**config.mk**
```make
export PLATFORM = sky130hd
export DESIGN_NAME = keypad_dedkey_irq_status
export DESIGN_NICKNAME = d
export VERILOG_FILES = /design/src/keypad_irq_pkg.sv /design/src/event_occupancy.sv /design/src/keypad_dedkey_irq_status.sv
export SDC_FILE = /design/constraint.sdc
export NUM_CORES = 1
export LEC_CHECK = 0
export BUFFER_PORTS_ARGS = -buffer_cell sky130_fd_sc_hd__buf_2
export CAP_MARGIN = 25
export CORE_AREA = 2 2 74 76
export DETAILED_ROUTE_END_ITERATION = 16
export DIE_AREA = 0 0 76 78
export GPL_TIMING_DRIVEN = 0
export PLACE_DENSITY_LB_ADDON = 0.25
export REMOVE_ABC_BUFFERS = 1
export SYNTH_ARGS = -nofsm -noshare
export SYNTH_HDL_FRONTEND = slang
export SYNTH_HIERARCHICAL = 1
export SYNTH_SLANG_ARGS = --single-unit
```
**constraint.sdc**
```tcl
create_clock -name clk_sys -period 2.2 [get_ports clk_sys]
set_input_delay 0.22 -clock clk_sys [delete_from_list [all_inputs] [get_ports clk_sys]]
set_output_delay 0.22 -clock clk_sys [all_outputs]
set_load 0.05 [all_outputs]
```
**src/keypad_irq_pkg.sv**
```systemverilog
package keypad_irq_pkg;

    localparam int REG_AW = 8;
    localparam int REG_DW = 8;

    // byte addresses of the register port
    localparam logic [REG_AW-1:0] ADDR_DEDKEY_HI     = 8'h04;
    localparam logic [REG_AW-1:0] ADDR_DEDKEY_LO     = 8'h05;
    localparam logic [REG_AW-1:0] ADDR_RAW_FLAGS     = 8'h06;
    localparam logic [REG_AW-1:0] ADDR_MASKED_FLAGS  = 8'h07;
    localparam logic [REG_DW-1:0] READ_UNMAPPED      = 8'h00;

    // dedicated key select fields and reset values
    localparam int             DEDKEY_W        = 16;
    localparam int             DEDKEY_ROW_LSB  = 10;
    localparam int             DEDKEY_COLH_LSB = 8;
    localparam logic [5:0]     DEDKEY_ROW_RST  = 6'h3F;
    localparam logic [1:0]     DEDKEY_COLH_RST = 2'h3;
    localparam logic [7:0]     DEDKEY_COLL_RST = 8'hFF;
    localparam logic [DEDKEY_W-1:0] DEDKEY_RST = {DEDKEY_ROW_RST, DEDKEY_COLH_RST,
                                                  DEDKEY_COLL_RST};

    // event buffer depth and occupancy counter width
    localparam int EVT_DEPTH   = 16;
    localparam int EVT_CNT_W   = 5;
    localparam int EVT_CNT_MAX = (1 << EVT_CNT_W) - 1;

    // flag layout: bit 3 overflow, bit 2 pending, bit 1 key lost, bit 0 scan change
    typedef struct packed {
        logic eventOverflow;
        logic eventPending;
        logic keyLost;
        logic scanChange;
    } kp_flags_t;

    localparam kp_flags_t FLAGS_RST = 4'h0;
    localparam int        FLAGS_W   = 4;

    typedef struct packed {
        logic              wrEn;
        logic              rdEn;
        logic [REG_AW-1:0] addr;
        logic [REG_DW-1:0] wrData;
    } reg_req_t;

    typedef struct packed {
        logic scanChangeDet;
        logic keyChangeDet;
        logic tooManyKeys;
        logic keyCodeEmptied;
        logic eventPush;
        logic eventPop;
    } key_events_t;

    typedef struct packed {
        logic [EVT_CNT_W-1:0] count;
        logic                 pending;
        logic                 overflowPulse;
    } occ_state_t;

    typedef struct packed {
        kp_flags_t          raw;
        logic [DEDKEY_W-1:0] dedCfg;
        logic [DEDKEY_W-1:0] dedEn;
        logic [REG_DW-1:0]  rdData;
        logic               irqReq;
        logic               fifoFlush;
    } ctrl_state_t;

endpackage : keypad_irq_pkg

```
**src/event_occupancy.sv**
```systemverilog
`timescale 1ns/1ps
module event_occupancy #(
    parameter int DEPTH = keypad_irq_pkg::EVT_DEPTH
) (
    input  wire logic clk_sys,
    input  wire logic rst,
    input  wire logic push,
    input  wire logic pop,
    input  wire logic flush,
    output logic      pending,
    output logic      overflowPulse
);
    import keypad_irq_pkg::*;

    if (DEPTH < 1 || DEPTH > EVT_CNT_MAX) begin : g_bad_depth
        $error("event_occupancy: DEPTH out of range");
    end

    localparam logic [EVT_CNT_W-1:0] FULL_CNT = EVT_CNT_W'(DEPTH);
    localparam logic [EVT_CNT_W-1:0] ONE_CNT  = EVT_CNT_W'(1);
    localparam logic [EVT_CNT_W-1:0] ZERO_CNT = EVT_CNT_W'(0);

    occ_state_t st_r;
    occ_state_t st_nxt;

    always_comb begin
        st_nxt               = st_r;
        st_nxt.overflowPulse = 1'b0;
        if (flush) begin
            // a push in the flush cycle is kept
            st_nxt.count = push ? ONE_CNT : ZERO_CNT;
        end else if (push && !pop && st_r.count == FULL_CNT) begin
            // push at full is dropped, a push with a pop keeps the count
            st_nxt.overflowPulse = 1'b1;
        end else if (push && !(pop && st_r.count != ZERO_CNT)) begin
            st_nxt.count = st_r.count + ONE_CNT;
        end else if (!push && pop && st_r.count != ZERO_CNT) begin
            st_nxt.count = st_r.count - ONE_CNT;
        end
        st_nxt.pending = (st_nxt.count != ZERO_CNT);
    end

    always_ff @(posedge clk_sys) begin
        if (rst) begin
            st_r <= '0;
        end else begin
            st_r <= st_nxt;
        end
    end

    assign pending       = st_r.pending;
    assign overflowPulse = st_r.overflowPulse;

endmodule : event_occupancy

```
**src/keypad_dedkey_irq_status.sv**
```systemverilog
// Summary of operation
// A read/write dedicated key select register sits at address 0x04 and picks per pin dedicated key or matrix/GPIO use.
// Select bits 15 to 10 govern row pins 7 down to 2 and reset to all ones.
// Select bits 9 and 8 govern column pins 11 and 10 and reset to ones.
// Select bits 7 to 0 govern column pins 9 down to 2 each on its own and reset to all ones.
// A select bit of zero makes its pin a dedicated key input, a one leaves it to GPIO or the matrix.
// A read-only raw flag register at address 0x06 shows the stored keypad flags in bits 3 to 0.
// Raw flag bit 3 sets when more than sixteen events overflow the event buffer.
// The raw and masked overflow flags hold until the host writes one to the event clear control.
// Raw flag bit 2 is set while any event code is buffered and clears when reads empty the buffer.
// Raw flag bit 1 sets on a new key change while the scan flag is set, or on more than four keys held.
// Raw flag bit 0 sets when a scan finds changed keys and clears when reads empty the key code registers.
// A read-only masked flag register at address 0x07 shows each raw flag gated by its mask bit.
// A mask bit of zero lets its flag reach the interrupt line, a one blocks it.
// The event clear control empties the event buffer and clears the pending and overflow flags.
// The scan clear control clears the scan and key-lost flags but leaves the key code registers.
// The interrupt request is high while any masked flag is set and low when all are clear.
`timescale 1ns/1ps
module keypad_dedkey_irq_status #(
    parameter int EVENT_DEPTH = keypad_irq_pkg::EVT_DEPTH
) (
    input  wire logic                                  clk_sys,
    input  wire logic                                  rst,
    input  wire keypad_irq_pkg::reg_req_t              regReq,
    output logic [keypad_irq_pkg::REG_DW-1:0]          regRdData,
    input  wire keypad_irq_pkg::key_events_t           keyEvents,
    input  wire keypad_irq_pkg::kp_flags_t             keypadIrqMask,
    input  wire logic                                  eventClearStrobe,
    input  wire logic                                  scanClearStrobe,
    output logic [keypad_irq_pkg::DEDKEY_W-1:0]        dedicatedKeySelect,
    output logic [keypad_irq_pkg::DEDKEY_W-1:0]        dedicatedKeyEn,
    output logic                                       eventFifoFlush,
    output logic                                       irqReq
);
    import keypad_irq_pkg::*;

    // event buffer depth must fit the occupancy counter
    if (EVENT_DEPTH < 1 || EVENT_DEPTH > EVT_CNT_MAX) begin : g_bad_depth
        $error("keypad_dedkey_irq_status: EVENT_DEPTH out of range");
    end

    // select register must split into two register bytes
    if (DEDKEY_W != 2 * REG_DW || DEDKEY_COLH_LSB != REG_DW) begin : g_bad_split
        $error("keypad_dedkey_irq_status: select register does not split into bytes");
    end

    // flag nibble must fit a read byte
    if ($bits(kp_flags_t) != FLAGS_W || FLAGS_W > REG_DW) begin : g_bad_flags
        $error("keypad_dedkey_irq_status: flag layout does not fit a byte");
    end

    // row field sits right above the high column pair
    if (DEDKEY_ROW_LSB != DEDKEY_COLH_LSB + $bits(DEDKEY_COLH_RST)) begin : g_bad_fields
        $error("keypad_dedkey_irq_status: select fields do not line up");
    end

    // read decode needs four distinct addresses
    if (ADDR_DEDKEY_LO == ADDR_DEDKEY_HI || ADDR_RAW_FLAGS == ADDR_MASKED_FLAGS ||
        ADDR_RAW_FLAGS == ADDR_DEDKEY_HI || ADDR_RAW_FLAGS == ADDR_DEDKEY_LO ||
        ADDR_MASKED_FLAGS == ADDR_DEDKEY_HI ||
        ADDR_MASKED_FLAGS == ADDR_DEDKEY_LO) begin : g_bad_map
        $error("keypad_dedkey_irq_status: register addresses overlap");
    end

    // state register and occupancy taps
    ctrl_state_t st_r;
    ctrl_state_t st_nxt;
    logic        evtPending;
    logic        evtOverflow;

    // gate raw flags by mask, zero passes
    function automatic kp_flags_t mask_flags(
        input kp_flags_t raw,
        input kp_flags_t msk
    );
        mask_flags = raw & ~msk;
    endfunction : mask_flags

    // one byte access aimed at one address
    function automatic logic reg_hit(
        input logic              reqEn,
        input logic [REG_AW-1:0] addr,
        input logic [REG_AW-1:0] target
    );
        reg_hit = reqEn && (addr == target);
    endfunction : reg_hit

    // sticky flag, a set beats a clear
    function automatic logic sticky(
        input logic setEv,
        input logic held,
        input logic clearEv
    );
        sticky = setEv | (held & ~clearEv);
    endfunction : sticky

    // flag nibble widened to a register byte
    function automatic logic [REG_DW-1:0] flag_byte(
        input kp_flags_t flags
    );
        flag_byte = {{(REG_DW-FLAGS_W){1'b0}}, flags};
    endfunction : flag_byte

    // byte returned by a read, unmapped reads give zero
    function automatic logic [REG_DW-1:0] read_byte(
        input logic [REG_AW-1:0]   addr,
        input logic [DEDKEY_W-1:0] cfg,
        input kp_flags_t           raw,
        input kp_flags_t           msk
    );
        unique case (addr)
            ADDR_DEDKEY_HI: begin
                read_byte = cfg[DEDKEY_W-1:DEDKEY_COLH_LSB];
            end
            ADDR_DEDKEY_LO: begin
                read_byte = cfg[DEDKEY_COLH_LSB-1:0];
            end
            // raw flags, upper bits zero
            ADDR_RAW_FLAGS: begin
                read_byte = flag_byte(raw);
            end
            // masked flags
            ADDR_MASKED_FLAGS: begin
                read_byte = flag_byte(mask_flags(raw, msk));
            end
            default: begin
                read_byte = READ_UNMAPPED;
            end
        endcase
    endfunction : read_byte

    // buffer occupancy
    // flush empties it
    event_occupancy #(
        .DEPTH         (EVENT_DEPTH)
    ) u_occ (
        .clk_sys       (clk_sys),
        .rst           (rst),
        .push          (keyEvents.eventPush),
        .pop           (keyEvents.eventPop),
        .flush         (eventClearStrobe),
        .pending       (evtPending),
        .overflowPulse (evtOverflow)
    );

    always_comb begin
        kp_flags_t rawN;
        kp_flags_t maskedN;
        logic      keyLostSet;
        logic      scanClear;
        rawN       = st_r.raw;
        maskedN    = FLAGS_RST;
        keyLostSet = 1'b0;
        scanClear  = 1'b0;
        st_nxt     = st_r;

        // select register write
        if (reg_hit(regReq.wrEn, regReq.addr, ADDR_DEDKEY_HI)) begin
            // row 7..2 bits
            st_nxt.dedCfg[DEDKEY_W-1:DEDKEY_ROW_LSB] =
                regReq.wrData[REG_DW-1:DEDKEY_ROW_LSB-DEDKEY_COLH_LSB];
            // column 11..10 bits
            st_nxt.dedCfg[DEDKEY_ROW_LSB-1:DEDKEY_COLH_LSB] =
                regReq.wrData[DEDKEY_ROW_LSB-DEDKEY_COLH_LSB-1:0];
        end
        if (reg_hit(regReq.wrEn, regReq.addr, ADDR_DEDKEY_LO)) begin
            // column 9..2 bits
            st_nxt.dedCfg[DEDKEY_COLH_LSB-1:0] = regReq.wrData;
        end
        // zero selects dedicated key
        st_nxt.dedEn = ~st_nxt.dedCfg;

        // scan flag, set wins
        scanClear       = scanClearStrobe | keyEvents.keyCodeEmptied;
        rawN.scanChange = sticky(keyEvents.scanChangeDet, st_r.raw.scanChange, scanClear);
        // change over uncleared scan
        keyLostSet   = (keyEvents.keyChangeDet & st_r.raw.scanChange)
                       | keyEvents.tooManyKeys;
        // scan clear
        rawN.keyLost = sticky(keyLostSet, st_r.raw.keyLost, scanClearStrobe);
        // pending follows occupancy
        rawN.eventPending = evtPending;
        // overflow sets
        // R08 holds until event clear
        rawN.eventOverflow = sticky(evtOverflow, st_r.raw.eventOverflow, eventClearStrobe);
        st_nxt.raw = rawN;

        // flush pulse to the event buffer
        st_nxt.fifoFlush = eventClearStrobe;

        // mask gating
        maskedN = mask_flags(rawN, keypadIrqMask);
        // request while any masked flag set
        st_nxt.irqReq = |maskedN;

        // raw flag read
        // masked flag read
        if (regReq.rdEn) begin
            st_nxt.rdData = read_byte(regReq.addr,
                                      st_r.dedCfg,
                                      st_r.raw,
                                      keypadIrqMask);
        end
    end

    // one register stage for all state
    always_ff @(posedge clk_sys) begin
        if (rst) begin
            st_r.raw       <= FLAGS_RST;
            st_r.dedCfg    <= DEDKEY_RST;
            st_r.dedEn     <= ~DEDKEY_RST;
            st_r.rdData    <= READ_UNMAPPED;
            st_r.irqReq    <= 1'b0;
            st_r.fifoFlush <= 1'b0;
        end else begin
            st_r <= st_nxt;
        end
    end

    // outputs straight from the state register
    assign regRdData          = st_r.rdData;
    assign dedicatedKeySelect = st_r.dedCfg;
    assign dedicatedKeyEn     = st_r.dedEn;
    assign eventFifoFlush     = st_r.fifoFlush;
    assign irqReq             = st_r.irqReq;

endmodule : keypad_dedkey_irq_status

```
[Yosys cells after proc, flatten, opt, wreduce, memory -nomap -nowiden]
Cells that the tools add are included.
Word-level totals
  register bits after elaboration: 53
  bits of input ports: 32
  output and inout bits: 42
  word-level logic and storage cells: 59
Cells by class
  bitwise logic cells: 16
  eq/ne operators: 5
  add/sub/neg operators: 2
  reduce and logical (&&, ||, !) cells: 15
  multiplexer cells: 9
Operators by type and width (count)
  == test 8 x 3 -> 1 bit (second input constant): 4
  one-hot mux 8 bit (4 select lines): 1
  2-to-1 mux 5 bit: 4
  2-to-1 mux 8 bit: 2
  inverter 16 bit: 1
  nonzero test 5 bit: 2
  AND 4 bit: 2
  logical AND 1 bit: 8
  adder 5 x 1 -> 5 bit (second input constant): 1
  == test 5 bit (second input constant): 1
  bitwise OR 1 bit: 5
  subtractor 5 x 1 -> 5 bit (second input constant): 1
  AND 1 bit: 4
  inverter 4 bit: 1
  OR reduction 4 bit: 1
  logical NOT 1 bit: 3
  inverter 1 bit: 3
  2-to-1 mux 1 bit: 2
  OR reduction 2 bit: 1

[Depth between registers and ports, before layout]
  word-level depth: 8
  depth in mapped cells: 9
  gate-level depth less buffers: 8

[Cells and area by module]
The synthesis kept the hierarchy.
By module, submodules not included
  keypad_dedkey_irq_status: seq. area each 920.9 sq um, cells each 221, times used 1, area an instance 2033.2 sq um
  event_occupancy: seq. area each 140.1 sq um, cells each 64, times used 1, area an instance 558.0 sq um

[Worst setup path after synthesis]
No wires, ideal clock.
  path type: reg2reg
  start: register u_occ/st_r[2] (netlist bit)
  end: register u_occ.st_r (netlist bit u_occ/pending)
  slack: 0.339 ns
  library setup time: 0.127 ns
  cell stages (with the launch flop): 9
  arrival: 1.733 ns
  cells stage by stage: dfxtp_1 inv_1 ha_1 or3b_1 buf_6 a32oi_1 nor2_1 a2111oi_4 a21oi_2
On the way
  cells in the longest elaborated chain, start to end: 8
  elaborated cells between the ends (all ways): 14
  those cells by class: add/sub: 2; eq/ne: 1; mux: 4; reduce/logical: 7
Ends and longest elaborated chain
  from (decl): RTL line event_occupancy.sv:23  | occ_state_t st_r;
  from (signal assigned): RTL line event_occupancy.sv:47  | st_r <= st_nxt;
  branches (longest 5 deep; another with subtractor 5 x 1 -> 5 bit)
  2-to-1 mux 5 bit *: RTL line event_occupancy.sv:32  | end else if (push && !pop && st_r.count == FULL_CNT) begin
  2-to-1 mux 5 bit *: RTL line event_occupancy.sv:29  | if (flush) begin
  nonzero test 5 bit *: RTL line event_occupancy.sv:40  | st_nxt.pending = (st_nxt.count != ZERO_CNT);
Every way passes the cells marked *.
A chain may end at the register's enable or synchronous reset.

[Worst setup path after layout]
Ends and elaborated chain as after synthesis.

==> impl_metrics.py <==
metrics = {
    "min_path": {
        "holdCritPathClass": "in -> reg",
    },
    "routing": {
        "drt_iter0_drc": 112,
        "ant_nets": 0,
        "drt_pre_antenna_iters": 6,
        "via_count": 1945,
        "drc": 0,
        "routed_via_density": 5.12,
        "wirelength_microns": 5100,
        "post_drt_wl_per_cell_microns": 13.4,
    },
    "floorplanning": {
        "start_util_pct": 51.4,
        "ios": 74,
        "dieHeight_microns": 78,
        "die_x_microns": 76,
        "num_rows": 26,
        "dieArea_sq_um": 5930,
        "core_sq_um": 5040,
    },
    "job": {
        "maxCapViolations": 0,
    },
    "synth": {
        "ys_ff_latch": 53,
        "yosysWarnings": 6,
        "synth_area_sq_um": 2590,
        "syn_avg_cell_area_sq_um": 9.09,
        "synth-main-ff-cell": "dfxtp_1",
        "synth.yosys.seq_area_share_pct": 40.9,
        "ys_types": 47,
        "synth_edf_count": 0,
        "synth_cells": 285,
        "asyncSetResetFlopFracSynth_pct": 0,
    },
    "timing": {
        "tightest_slew_ns": 0.860,
        "clock_skew_ns": 0.00693,
        "final-setup-viol-count": 0,
        "slew_viol_final": 0,
        "timing.final.crit_share_pct": 91.3,
        "relSlewSlack_pct": 42.5,
        "hold_viol_final": 0,
        "rsz0062_at_grt": "false",
        "finalWorstPathRequiredPeriod_ns": 2.01,
        "timing.fmax_ghz": 0.498,
    },
    "placed_design": {
        "gp_congestion": 0.788,
        "place_hpwl_microns": 3650,
        "port_buffers": 73,
    },
    "cells_and_area": {
        "fillers": 468,
        "utilization_pct": 55.0,
        "syn_to_final_growth_pct": 7.00,
        "drive_gt1_share_pct": 31.0,
        "layout.area.seq_sq_um": 1060,
        "fin_nets": 344,
        "antennaDiodeCount": 0,
        "multiInputGateArea_sq_um": 1120,
    },
    "cts": {
        "cts_sinks": 53,
        "clkSlewWorstSetupHoldPaths_ns": 0.09,
        "root_buffer": "clkbuf_8",
        "max-clock-path-buffers": 2,
        "cts_tree": "yes",
        "worstSkewPairLatency_ns": 0.30,
        "htreeDepth": 2,
        "numCtsBuffers": 5,
        "cts_setup_buffers": 0,
    },
    "critical_path": {
        "path_max_fanout": 9,
        "cp.required_ns": 2.36,
        "end_kind": "flip-flop",
        "cp-start-kind": "flip-flop",
        "worstSetupPathType": "reg -> reg",
        "arrival_ns": 2.17,
    },
    "pwr": {
        "pwr-share-comb_pct": 12.8,
        "p_int_mw": 1.31,
        "p_per_area_nw_per_um2": 634,
        "swShare_pct": 25.2,
        "finalPower_mw": 1.76,
        "switchingPower_uw": 443,
        "vdd_drop_max_mv": 0.400,
        "pwr-share-seq_pct": 56.1,
        "p_clk_share_pct": 31.1,
        "leakagePower_nw": 1.27,
    },
    "grt": {
        "grt_overflow": 0,
        "grt_pass1_wl_microns": 8510,
        "grt_max_degree": 44,
        "grt_pass1_vias": 1695,
        "antenna_found_initial": 0,
        "track_usage_pct": 17.9,
    },
    "run_status": {
        "status": "complete, no violations",
    },
}
[routing by layer]
metal  track usage, %  vias up  part of all wire [%]
met5                0        -                     0
met4             4.36        0                     0
met3             5.70        0                   6.6
met1             25.3      873                    48
met2             26.7       66                    45
li1                 -     1006                     -
[area by class of cell]
| cell class | count | area share (%) |
|---|---|---|
| Timing Repair Buffer | 74 | 13.7 |
| Tap cell | 70 | 3.16 |
| Sequential cell | 53 | 38.3 |
| Multi-Input combinational cell | 168 | 40.5 |
| Inverter | 8 | 1.08 |
| Clock buffer | 6 | 2.98 |
| Clock inverter | 1 | 0.271 |
[critical path: stages (launching register included)]
cell and delay (ns):
dfxtp_2 0.36, inv_1 0.10, ha_1 0.20, or3b_4 0.48
nor2_8 0.15, a21oi_1 0.10, o221ai_2 0.19, a41o_1 0.23
a21oi_2 0.06
[power groups by stage]
stage | combinational (mW) | clock (mW) | sequential [mW]
final | 0.225 | 0.546 | 0.986
after global routing | 0.253 | 0.610 | 0.988
after global placement | 0.216 | 0 | 1.01
after floorplan | 0.120 | 0 | 1.02
after CTS | 0.221 | 0.566 | 0.985
after detailed placement | 0.217 | 0 | 1.01
[metrics by stage]
stage          hold slack (ns)  setup TNS [ns]  cells  setup slack [ns]  cell area [sq um]
2_1_floorplan            0.282               0    229             0.258               2200
3_3_place_gp             0.436          -0.859    372            -0.109               2660
3_5_place_dp             0.449        -0.00817    373          -0.00817               2670
4_1_cts                  0.129               0    380             0.128               2770
5_1_grt                  0.147               0    380            0.0414               2770
6_report                 0.133               0    380             0.192               2770
[path summary, 6_finish.rpt]
path                 start             to  slack [ns]  depth (start not counted)
max          u_occ/st_r[2]  u_occ/pending        0.19                          8
min           keyEvents[5]       st_r[42]        0.13                          3
max reg2reg  u_occ/st_r[2]  u_occ/pending        0.19                          8
min reg2reg  u_occ/pending       st_r[44]        0.45                          2
[logic make-up (layout without fill, tap and decap cells)]
logic type                 Yosys count  count (layout)  synth area share (%)
and+or+nand+nor                     89              89                  19.9
AOI/OAI and AO/OA                   69              69                  18.9
buffers and inverters               64              89                  16.1
DFF                                 53              53                  40.9
muxes                                7               7                  2.90
adders and majority gates            2               2                 0.966
xor gates and xnor gates             1               1                 0.338
[sequential cells by signal, summed over array words and instances, names as in the netlist]
register and flops:
dedicatedKeyEn 16, dedicatedKeySelect 16, eventFifoFlush 1, irqReq 1, regRdData 8, st_r 4
u_occ/overflowPulse 1, u_occ/pending 1, u_occ/st_r 5
[cells in the mapped netlist (2+ instances only)]
library cell  number  area share (%)
nor3_1            20             3.9
ha_1               2            0.97
mux2i_1            3             1.2
nand3b_1           2            0.58
or3b_1             2            0.68
buf_6              2            0.87
nor2b_1            6             1.4
dfxtp_1           53              41
clkbuf_1           4            0.58
a21o_1            16             4.6
a211oi_1           4             1.2
a41o_1             2            0.77
nor2_1            21             3.0
a21oi_1           26             5.0
buf_1              3            0.43
o211ai_1           2            0.58
buf_4             41              12
mux2_2             4             1.7
inv_1              8             1.2
nand2b_1          10             2.4
a21boi_0           4             1.2
a32oi_1            2            0.68
o32ai_1            5             1.7
nand3_1            6             1.2
buf_2              6             1.2
nand2_1           10             1.4
[cells in the final DEF (no fill, tap or decap), types with 2 or more instances in the layout]
master    instances
dfxtp_1          52
a41o_1            2
nand2b_1         10
a32oi_1           2
nand3b_1          2
nor2_1           21
nand2_1          10
nor2b_1           6
mux2i_1           3
ha_1              2
a21o_1           16
inv_1             8
mux2_2            4
o32ai_1           5
nand3_1           6
a21boi_0          4
o211ai_1          2
a21oi_1          26
a211oi_1          4
buf_2            73
clkbuf_8          6
nor3_1           20
[what timing repair did]
action,in CTS,in global routing
hold buffers,0,0
endpoints found under the setup margin,1,1
gates cloned,0,0
resized for setup,1,2
No activity file was read; power rests on OpenSTA's default activity.
